[src/pfe_params.svh]
// offsets, field positions, reset values and counts for the row-erase sequencer
// assumes a 32-bit AHB-Lite bus with word-aligned registers
//
// How it works
// - erase clears exactly one 64-word row
// - no single-word erase exists
// - pointer bits 21:6 select row, 5:0 ignored
// - erase-select chooses erase, otherwise a write
// - cpu stalled until erase timer ends
// - protected row: start cleared, error, no erase
// - completion clears start, sets done, irq if enabled
// - latches and program enable stay unchanged
// - aborted operation sets the error flag
// - start on invalid address sets error
`ifndef PFE_PARAMS_SVH
`define PFE_PARAMS_SVH

// register byte offsets
`define PFE_OFF_CTRL 8'h00
`define PFE_OFF_PTR 8'h04
`define PFE_OFF_UNLOCK 8'h08
`define PFE_OFF_STAT 8'h0C
`define PFE_OFF_MASK 8'h10
`define PFE_OFF_PROT 8'h14

// memory_control_one field positions
`define PFE_CTRL_REG_HI 7
`define PFE_CTRL_REG_LO 6
`define PFE_CTRL_ERASE 4
`define PFE_CTRL_ERR 3
`define PFE_CTRL_WEN 2
`define PFE_CTRL_START 1

// interrupt status / mask bit positions
`define PFE_IRQ_DONE 0
`define PFE_IRQ_ERR 1

// region code that selects the program flash array
`define PFE_REGION_PFA 2'h2

// unlock key sequence
`define PFE_KEY_ONE 8'h55
`define PFE_KEY_TWO 8'hAA

// table pointer layout
`define PFE_PTR_W 22
`define PFE_ROW_LO 6
`define PFE_ROW_W 16

// reset values
`define PFE_CTRL_RST 8'h00
`define PFE_MASK_RST 2'h0
`define PFE_PROT_RST 16'h0000

// default erase timer length in system cycles and array size in rows
`define PFE_ERASE_CYCLES 2000
`define PFE_ROWS 256

`endif

[src/pfe_pkg.sv]
// types shared by the row-erase sequencer
// assumes pfe_params.svh holds the numeric constants
package pfe_pkg;
  // sequencer states
  typedef enum logic [1:0] {
    PFE_IDLE,
    PFE_BUSY
  } pfe_state_e;

  // kind of long write in progress
  typedef enum logic {
    PFE_OP_WRITE,
    PFE_OP_ERASE
  } pfe_op_e;

  typedef logic [15:0] pfe_row_t;
endpackage : pfe_pkg

[src/pfe_timer.sv]
// self-timed long write counter for the row-erase sequencer
// assumes start and abort are single-cycle pulses on the system clock
`timescale 1ns/10ps
`default_nettype none
module pfe_timer #(
  parameter int CYCLES = 2000
) (
  input wire logic i_clk_sys,
  input wire logic i_srst,
  input wire logic i_start,
  input wire logic i_abort,
  output logic o_busy,
  output logic o_done
);
  localparam int CW = $clog2(CYCLES + 1);

  // refuse a zero-length timer
  generate
    if (CYCLES < 1) begin : g_bad
      $error("pfe_timer: CYCLES must be at least 1");
    end
  endgenerate

  logic [CW-1:0] count_r; // cycles left
  logic busy_r; // long write running
  logic last; // final counted cycle of the long write

  // ---------------------------------------------------------
  // countdown
  // ---------------------------------------------------------
  // loads on start, ends by expiry or abort
  always_ff @(posedge i_clk_sys) begin
    if (i_srst) begin
      count_r <= '0;
      busy_r <= 1'b0;
    end else begin
      if (i_start && !busy_r) begin
        count_r <= CW'(CYCLES);
        busy_r <= 1'b1;
      end else if (busy_r && i_abort) begin
        busy_r <= 1'b0; // cut short, no done
      end else if (busy_r) begin
        if (last) begin
          busy_r <= 1'b0;
        end
        count_r <= count_r - CW'(1);
      end
    end
  end

  // done marks the final busy cycle, so whoever waits on it drops
  // its own busy state at the same edge as the counter does
  assign last = busy_r && (count_r == CW'(1));
  assign o_busy = busy_r;
  assign o_done = last && !i_abort;

  // busy lasts exactly CYCLES cycles when not aborted
  logic [CW-1:0] run_r; // helper: cycles busy so far
  always_ff @(posedge i_clk_sys) begin
    if (i_srst || !busy_r) run_r <= '0;
    else run_r <= run_r + CW'(1);
  end
endmodule : pfe_timer
`default_nettype wire

[src/pfe_top.sv]
// row-erase sequencer for the program flash array with an AHB-Lite register slave
// assumes one master, single word transfers, and the array on the system clock
//
// The AHB-Lite register port and the register addresses are this design's own decisions.
`timescale 1ns/10ps
`default_nettype none
`include "pfe_params.svh"
module pfe_top #(
  parameter int ERASE_CYCLES = `PFE_ERASE_CYCLES,
  parameter int ROWS = `PFE_ROWS
) (
  input wire logic i_clk_sys,
  input wire logic i_srst,
  // ahb-lite slave
  input wire logic i_hsel,
  input wire logic [31:0] i_haddr,
  input wire logic [1:0] i_htrans,
  input wire logic i_hwrite,
  input wire logic [2:0] i_hsize,
  input wire logic [31:0] i_hwdata,
  input wire logic i_hready,
  output logic [31:0] o_hrdata,
  output logic o_hreadyout,
  output logic o_hresp,
  // array side
  input wire logic i_flash_abort,
  output logic o_flash_erase,
  output logic o_flash_write,
  output pfe_pkg::pfe_row_t o_flash_row,
  output logic o_cpu_stall,
  output logic o_irq
);
  import pfe_pkg::*;

  // refuse sizes the logic cannot serve
  generate
    if (ROWS < 1 || ROWS > 65536) begin : g_bad_rows
      $error("pfe_top: ROWS out of range");
    end
    if (ERASE_CYCLES < 1) begin : g_bad_cycles
      $error("pfe_top: ERASE_CYCLES must be at least 1");
    end
  endgenerate

  // ---------------------------------------------------------
  // ahb address phase capture
  // ---------------------------------------------------------
  logic wr_pend_r; // write data phase pending
  logic [7:0] wr_addr_r; // captured write offset
  logic [31:0] rdata_r; // read data register

  logic addr_ok; // valid transfer this cycle
  assign addr_ok = i_hsel && i_hready && i_htrans[1];

  // zero wait states, always okay
  assign o_hreadyout = 1'b1;
  assign o_hresp = 1'b0;
  assign o_hrdata = rdata_r;

  always_ff @(posedge i_clk_sys) begin
    if (i_srst) begin
      wr_pend_r <= 1'b0;
      wr_addr_r <= 8'h00;
    end else begin
      wr_pend_r <= addr_ok && i_hwrite;
      if (addr_ok) wr_addr_r <= i_haddr[7:0];
    end
  end

  // register map, one word each, unused high bits read zero:
  //   0x00 control fields, 0x04 table pointer, 0x08 unlock keys,
  //   0x0C event status (write one to clear), 0x10 interrupt mask,
  //   0x14 protection boundary in rows
  // a write lands at the end of its data phase, so the strobes below
  // only ever qualify the data that stands on hwdata in that cycle
  // write strobes, valid during the data phase
  logic wr_ctrl, wr_ptr, wr_unlock, wr_stat, wr_mask, wr_prot;
  assign wr_ctrl = wr_pend_r && (wr_addr_r == `PFE_OFF_CTRL);
  assign wr_ptr = wr_pend_r && (wr_addr_r == `PFE_OFF_PTR);
  assign wr_unlock = wr_pend_r && (wr_addr_r == `PFE_OFF_UNLOCK);
  assign wr_stat = wr_pend_r && (wr_addr_r == `PFE_OFF_STAT);
  assign wr_mask = wr_pend_r && (wr_addr_r == `PFE_OFF_MASK);
  assign wr_prot = wr_pend_r && (wr_addr_r == `PFE_OFF_PROT);

  // ---------------------------------------------------------
  // software registers
  // ---------------------------------------------------------
  logic [1:0] region_r; // region select
  logic erase_sel_r; // erase instead of write
  logic program_enable_r; // write enable
  logic program_error_r; // error flag
  logic [`PFE_PTR_W-1:0] table_pointer_r; // table pointer
  logic [1:0] irq_mask_r; // bit0 is memory_done_irq_enable
  logic [1:0] irq_stat_r; // bit0 memory_done_flag, bit1 error
  logic [15:0] prot_rows_r; // rows below this are protected
  logic key_one_r; // first key seen
  logic armed_r; // unlock complete

  // sequencer state
  pfe_state_e state_r;
  pfe_op_e op_r;
  pfe_row_t row_r;
  logic timer_busy, timer_done;

  // a start is judged in this order: region and array bounds, then
  // protection, then unlock and program enable; the error paths do not
  // need the unlock, so a refused address or protected row flags an error even when locked
  // start request decoding
  logic start_req; // start bit written to one
  pfe_row_t req_row; // row from pointer bits 21:6
  logic req_invalid; // outside region or array
  logic req_protected; // inside protected rows
  logic launch; // accepted long write
  logic abort_evt; // running op cut short
  logic err_evt; // any error event

  assign start_req = wr_ctrl && i_hwdata[`PFE_CTRL_START] && (state_r == PFE_IDLE);
  assign req_row = table_pointer_r[`PFE_ROW_LO +: `PFE_ROW_W];
  assign req_invalid = (i_hwdata[`PFE_CTRL_REG_HI:`PFE_CTRL_REG_LO] != `PFE_REGION_PFA)
                       || (32'(req_row) >= 32'(ROWS));
  assign req_protected = (req_row < prot_rows_r);
  // launch needs unlock and program enable
  assign launch = start_req && !req_invalid && !req_protected
                  && armed_r && i_hwdata[`PFE_CTRL_WEN];
  assign abort_evt = (state_r == PFE_BUSY) && i_flash_abort;
  assign err_evt = abort_evt || (start_req && (req_invalid || req_protected));

  // control fields written by software
  // program enable only ever changes through software writes
  always_ff @(posedge i_clk_sys) begin
    if (i_srst) begin
      region_r <= 2'(`PFE_CTRL_RST >> `PFE_CTRL_REG_LO);
      erase_sel_r <= 1'b0;
      program_enable_r <= 1'b0;
    end else if (wr_ctrl) begin
      region_r <= i_hwdata[`PFE_CTRL_REG_HI:`PFE_CTRL_REG_LO];
      erase_sel_r <= i_hwdata[`PFE_CTRL_ERASE];
      program_enable_r <= i_hwdata[`PFE_CTRL_WEN];
    end
  end

  // error flag: software may write it, an event set wins
  always_ff @(posedge i_clk_sys) begin
    if (i_srst) begin
      program_error_r <= 1'b0;
    end else if (err_evt) begin
      program_error_r <= 1'b1;
    end else if (wr_ctrl) begin
      program_error_r <= i_hwdata[`PFE_CTRL_ERR];
    end
  end

  // table pointer, all 22 bits stored, low six unused by erase
  always_ff @(posedge i_clk_sys) begin
    if (i_srst) table_pointer_r <= '0;
    else if (wr_ptr) table_pointer_r <= i_hwdata[`PFE_PTR_W-1:0];
  end

  // protection boundary and interrupt mask
  always_ff @(posedge i_clk_sys) begin
    if (i_srst) begin
      prot_rows_r <= `PFE_PROT_RST;
      irq_mask_r <= `PFE_MASK_RST;
    end else begin
      if (wr_prot) prot_rows_r <= i_hwdata[15:0];
      if (wr_mask) irq_mask_r <= i_hwdata[1:0];
    end
  end

  // ---------------------------------------------------------
  // unlock sequence
  // ---------------------------------------------------------
  // key one then key two back to back arms one start;
  // any other register write disarms
  // the armed flag reads back at the unlock offset for software to confirm
  always_ff @(posedge i_clk_sys) begin
    if (i_srst) begin
      key_one_r <= 1'b0;
      armed_r <= 1'b0;
    end else if (wr_unlock) begin
      key_one_r <= (i_hwdata[7:0] == `PFE_KEY_ONE);
      armed_r <= key_one_r && (i_hwdata[7:0] == `PFE_KEY_TWO);
    end else if (wr_pend_r) begin
      key_one_r <= 1'b0;
      armed_r <= 1'b0; // used or dropped by the next write
    end
  end

  // ---------------------------------------------------------
  // sequencer
  // ---------------------------------------------------------
  // start bit reads as busy; hardware clears it at the end
  // the write operation shares the erase timer; the word data path
  // itself lives outside this block
  always_ff @(posedge i_clk_sys) begin
    if (i_srst) begin
      state_r <= PFE_IDLE;
      op_r <= PFE_OP_WRITE;
      row_r <= '0;
    end else begin
      case (state_r)
        PFE_IDLE: begin
          if (launch) begin
            state_r <= PFE_BUSY;
            // erase-select picks erase, otherwise write
            op_r <= i_hwdata[`PFE_CTRL_ERASE] ? PFE_OP_ERASE : PFE_OP_WRITE;
            row_r <= req_row;
          end
        end
        PFE_BUSY: begin
          if (timer_done || abort_evt) state_r <= PFE_IDLE;
        end
        default: state_r <= PFE_IDLE;
      endcase
    end
  end

  pfe_timer #(
    .CYCLES(ERASE_CYCLES)
  ) u_timer (
    .i_clk_sys(i_clk_sys),
    .i_srst(i_srst),
    .i_start(launch),
    .i_abort(abort_evt),
    .o_busy(timer_busy),
    .o_done(timer_done)
  );

  // array strobes address a whole row, never a word
  assign o_flash_erase = (state_r == PFE_BUSY) && (op_r == PFE_OP_ERASE);
  assign o_flash_write = (state_r == PFE_BUSY) && (op_r == PFE_OP_WRITE);
  assign o_flash_row = row_r;
  // cpu halted for the whole long write
  assign o_cpu_stall = (state_r == PFE_BUSY);

  // ---------------------------------------------------------
  // interrupt status
  // ---------------------------------------------------------
  // sticky, write one to clear, set wins over clear
  // the error bit mirrors every error event, the done bit only completion
  always_ff @(posedge i_clk_sys) begin
    if (i_srst) begin
      irq_stat_r <= 2'h0;
    end else begin
      irq_stat_r[`PFE_IRQ_DONE] <= timer_done
        || (irq_stat_r[`PFE_IRQ_DONE] && !(wr_stat && i_hwdata[`PFE_IRQ_DONE]));
      irq_stat_r[`PFE_IRQ_ERR] <= err_evt
        || (irq_stat_r[`PFE_IRQ_ERR] && !(wr_stat && i_hwdata[`PFE_IRQ_ERR]));
    end
  end

  assign o_irq = |(irq_stat_r & irq_mask_r);

  // ---------------------------------------------------------
  // read mux
  // ---------------------------------------------------------
  logic [31:0] rd_mux; // value for the next data phase
  always_comb begin
    rd_mux = 32'h0000_0000;
    case (i_haddr[7:0])
      `PFE_OFF_CTRL: begin
        rd_mux[`PFE_CTRL_REG_HI:`PFE_CTRL_REG_LO] = region_r;
        rd_mux[`PFE_CTRL_ERASE] = erase_sel_r;
        rd_mux[`PFE_CTRL_ERR] = program_error_r;
        rd_mux[`PFE_CTRL_WEN] = program_enable_r;
        rd_mux[`PFE_CTRL_START] = (state_r == PFE_BUSY);
      end
      `PFE_OFF_PTR: rd_mux[`PFE_PTR_W-1:0] = table_pointer_r;
      `PFE_OFF_UNLOCK: rd_mux[0] = armed_r;
      `PFE_OFF_STAT: rd_mux[1:0] = irq_stat_r;
      `PFE_OFF_MASK: rd_mux[1:0] = irq_mask_r;
      `PFE_OFF_PROT: rd_mux[15:0] = prot_rows_r;
      default: rd_mux = 32'h0000_0000; // unmapped reads zero
    endcase
  end

  // read data captured at the address phase
  // so hrdata comes straight from a flop during the data phase
  always_ff @(posedge i_clk_sys) begin
    if (i_srst) rdata_r <= 32'h0000_0000;
    else if (addr_ok && !i_hwrite) rdata_r <= rd_mux;
  end
endmodule : pfe_top
`default_nettype wire

[config.mk]
export PLATFORM = sky130hd
export DESIGN_NAME = pfe_top
export DESIGN_NICKNAME = d
export VERILOG_FILES = /design/src/pfe_pkg.sv /design/src/pfe_timer.sv /design/src/pfe_top.sv
export VERILOG_INCLUDE_DIRS = /design/src /design/src/src
export SDC_FILE = /design/constraint.sdc
export NUM_CORES = 1
export LEC_CHECK = 0
export ABC_AREA = 1
export BUFFER_PORTS_ARGS = -buffer_cell sky130_fd_sc_hd__buf_4
export CAP_MARGIN = 5
export CORE_ASPECT_RATIO = 0.8
export CORE_MARGIN = 2
export CORE_UTILIZATION = 45
export CTS_CLUSTER_SIZE = 24
export DETAILED_ROUTE_END_ITERATION = 10
export GPL_ROUTABILITY_DRIVEN = 1
export PLACE_DENSITY = 0.7
export SYNTH_ARGS = -nofsm -noshare
export SYNTH_HDL_FRONTEND = slang
export SYNTH_SLANG_ARGS = --single-unit
export TNS_END_PERCENT = 20
[constraint.sdc]
create_clock -name i_clk_sys -period 2.1 [get_ports i_clk_sys]
set_clock_uncertainty 0.15 [all_clocks]
set_input_delay 0.21 -clock i_clk_sys [delete_from_list [all_inputs] [get_ports i_clk_sys]]
set_output_delay 0.21 -clock i_clk_sys [all_outputs]
set_load 0.02 [all_outputs]
==> results.py <==
metrics = {
    "cts": {
        "root_buffer": "clkbuf_16",
        "htreeDepth": 3,
        "tritoncts": "done",
        "clk_latency_ns": 0.35,
        "cts.clk_slew.worst_paths_ns": 0.08,
        "clockBufferDepth": 2,
        "cts_buffers": 9,
        "numClockSinks": 110,
    },
    "floorplan": {
        "fp.dieW_um": 122,
        "die-area_mm2": 0.0121,
        "rows": 34,
        "io_pins": 129,
        "fp.dieH_um": 98.7,
        "core_area_mm2": 0.0109,
        "initial_core_util_pct": 46.3,
    },
    "setup_path": {
        "critPathRequiredTime_ns": 2.19,
        "reg2reg_depth": 11,
        "r2r-start": "prot_rows_r[15]$_SDFFE_PP0P_",
        "worstPathMaxFanout": 7,
        "r2r-end": "o_flash_row[0]$_SDFFE_PP0P_",
        "worstPathArrival_ns": 2.16,
        "cp-endpoint": "o_flash_row[0]$_SDFFE_PP0P_",
        "rrSetupSlack_ns": 0.03,
        "start_kind": "register",
        "worstSetupStartpoint": "prot_rows_r[15]$_SDFFE_PP0P_",
        "cp-end-kind": "register",
        "path_class": "register to register",
    },
    "detailed_routing": {
        "drt-total-wl_mm": 13.5,
        "first_pass_iters": 7,
        "antenna_left": 0,
        "drt_iter0_drc": 435,
        "drc": 0,
        "viasPerCell": 5.18,
        "wire_per_inst_um": 14.6,
        "route.vias.total": 4805,
    },
    "timing": {
        "drv_slew": 0,
        "min_period_over_period_pct": 98.5,
        "rsz0062_at_grt": "yes",
        "worst_slew_pin_slew_ns": 0.583,
        "fin_crit_ns": 2.07,
        "fmax_mhz": 483,
        "setup_viol": 0,
        "fin_hold_ws_ns": 0.0131,
        "hold_violations": 0,
        "fin_tns_setup_ns": 0,
        "slew_headroom_pct": 61.0,
    },
    "logic_synthesis": {
        "syn_avg_cell_area_um2": 7.46,
        "synth-seq-area-share_pct": 43.7,
        "synth_area_leaders": "dfxtp_1 (44%), nand2_1 (7.6%), a21oi_1 (7.5%), inv_1 (6.0%), o21ai_0 (5.7%)",
        "yosys.area.top_type_share_pct": 43.7,
        "synth_cell_types": 37,
        "synth_seq_cells": 110,
        "yosys.area.top_type": "dfxtp_1",
        "netlist_area_mm2": 0.00504,
        "synthCells": 676,
        "synth_warnings": 0,
    },
    "layout": {
        "stdcell_area_mm2": 0.00643,
        "diodes": 0,
        "regArea_mm2": 0.00220,
        "final_cell_mix": "dfxtp_1 (109), nand2_1 (99), buf_4 (97)",
        "fillerInstances": 974,
        "multiInputGateArea_mm2": 0.00238,
        "finalNonFillerCells": 928,
        "drive_gt1_share_pct": 21.3,
        "layout.nets": 871,
        "syn_to_final_growth_pct": 27.5,
        "final_common_cell": "dfxtp_1",
    },
    "outcome": {
        "outcome": "finished, final reports clean",
    },
    "power": {
        "power.leakage_nw": 2.91,
        "ir_drop_uv": 382,
        "p_per_area_mw_per_mm2": 664,
    },
    "placed_design": {
        "gp_congestion": 0.855,
        "dpl_cell_area_mm2": 0.00577,
        "placedCellCount": 886,
        "port_buffers": 78,
        "dp_hpwl_mm": 9.16,
    },
    "global_routing": {
        "grt.total_usage_pct": 22.4,
        "grt_max_degree": 57,
        "grt-ovfl-total": 0,
        "antenna_found_initial": 0,
        "grt_pass1_vias": 4338,
        "grt_pass1_wl_mm": 21.3,
    },
    "job": {
        "maxCapViolCount": 0,
    },
    "min_path": {
        "min_path_type": "input port to register",
    },
}
## cells by family (layout without fill, tap and decap cells)
| group | count (synthesis) | count (layout) | synth area share [%] |
|---|---|---|---|
| compound gates | 162 | 162 | 17.1 |
| xor+xnor | 10 | 10 | 1.74 |
| fa+ha+maj | 17 | 17 | 4.22 |
| buf+inv | 142 | 237 | 12.0 |
| flops | 110 | 110 | 43.7 |
| other cells | 2 | 12 | 0.149 |
| simple gates | 233 | 236 | 21.2 |
## state kept, by name, summed over array words and instances (netlist names), 2 cells and up
signal and count:
prot_rows_r 16, irq_stat_r 2, region_r 2, table_pointer_r 22
o_flash_row 16, u_timer.count_r 11, wr_addr_r 8, o_hrdata 22
irq_mask_r 2
## where the power goes
part | switching [mW] | internal (mW)
Sequential | 0.0137 | 2.11
Combinational | 0.182 | 0.127
Clock | 0.788 | 1.05
Total | 0.984 | 3.28
## cells in the mapped netlist
library cell,n
dfxtp_1,110
nand2_1,102
inv_1,81
a21oi_1,76
nor2_1,72
o21ai_0,57
nand3_1,27
inv_2,20
clkbuf_1,17
ha_1,17
buf_4,13
o21ai_1,13
o221ai_1,10
xor2_1,9
nand4_1,6
buf_2,5
nor3_1,5
nand3b_1,3
nor2_4,3
nor4_1,3
a31oi_1,2
buf_1,2
buf_6,2
clkinv_1,2
conb_1,2
nand2_2,2
nand3_4,2
nor2_2,2
nor3_2,2
o211ai_1,2
a211o_1,1
nand4_2,1
nand4_4,1
nor2_8,1
o22ai_1,1
or2_1,1
xnor2_1,1
## repair_timing
item	in CTS	in global routing
gates cloned	1	2
hold buffers	19	0
hold endpoints to repair	19	0
gates resized for setup	2	17
buffers inserted	0	4
setup endpoints to repair	18	42
pin swaps	1	7
## stage by stage
stage	utilization, %	setup WS [ns]	power, mW
6_report	59.0	0.0316	4.27
5_1_grt	59.0	-0.0595	4.39
4_1_cts	57.9	0.0293	4.28
3_5_place_dp	53.0	-0.0538	2.43
3_3_place_gp	53.0	0.0511	2.43
2_1_floorplan	-	0.302	2.33
## layout make-up
type,count,share of cell area (%)
Multi-Input combinational cell,437,37.1
Sequential cell,110,34.3
Timing Repair Buffer,118,14.8
Inverter,103,6.04
Clock buffer,9,3.50
Tap cell,144,2.80
Clock inverter,7,1.54
## worst min-delay path by stage
stage / start / endpoint / slack (ns) / cells past startpoint
3_3_place_gp: i_hwdata[19] / table_pointer_r[19]$_SDFFE_PP0P_ / 0.28 / 3
5_1_grt: i_hwdata[6] / region_r[0]$_SDFFE_PP0P_ / 0.02 / 3
3_5_place_dp: i_hwdata[19] / table_pointer_r[19]$_SDFFE_PP0P_ / 0.29 / 3
2_1_floorplan: i_srst / state_r[0]$_SDFFE_PP0P_ / 0.13 / 1
4_1_cts: i_hwdata[13] / table_pointer_r[13]$_SDFFE_PP0P_ / 0.0007 / 3
6_report: i_hwdata[6] / region_r[0]$_SDFFE_PP0P_ / 0.01 / 3
## layer usage
metal  GRT usage [%]  vias up  part of all wire (%)
li1                -     2368                     -
met5               0        -                     0
met3            3.99       21                   7.2
met1            31.1     2224                    45
met2            35.5      192                    47
met4            7.25        0                   1.6
## worst max-delay path, cell delays in order (launching register included)
cell and delay (ns):
dfxtp_2 0.33, inv_2 0.05, ha_4 0.26, nand2_1 0.06
inv_1 0.07, nand3_2 0.10, nor3_2 0.22, nand2_1 0.12
nand2_4 0.19, nand3_2 0.19, nor2_1 0.16, nor2_1 0.06
Power figures use the tool's default switching activity.
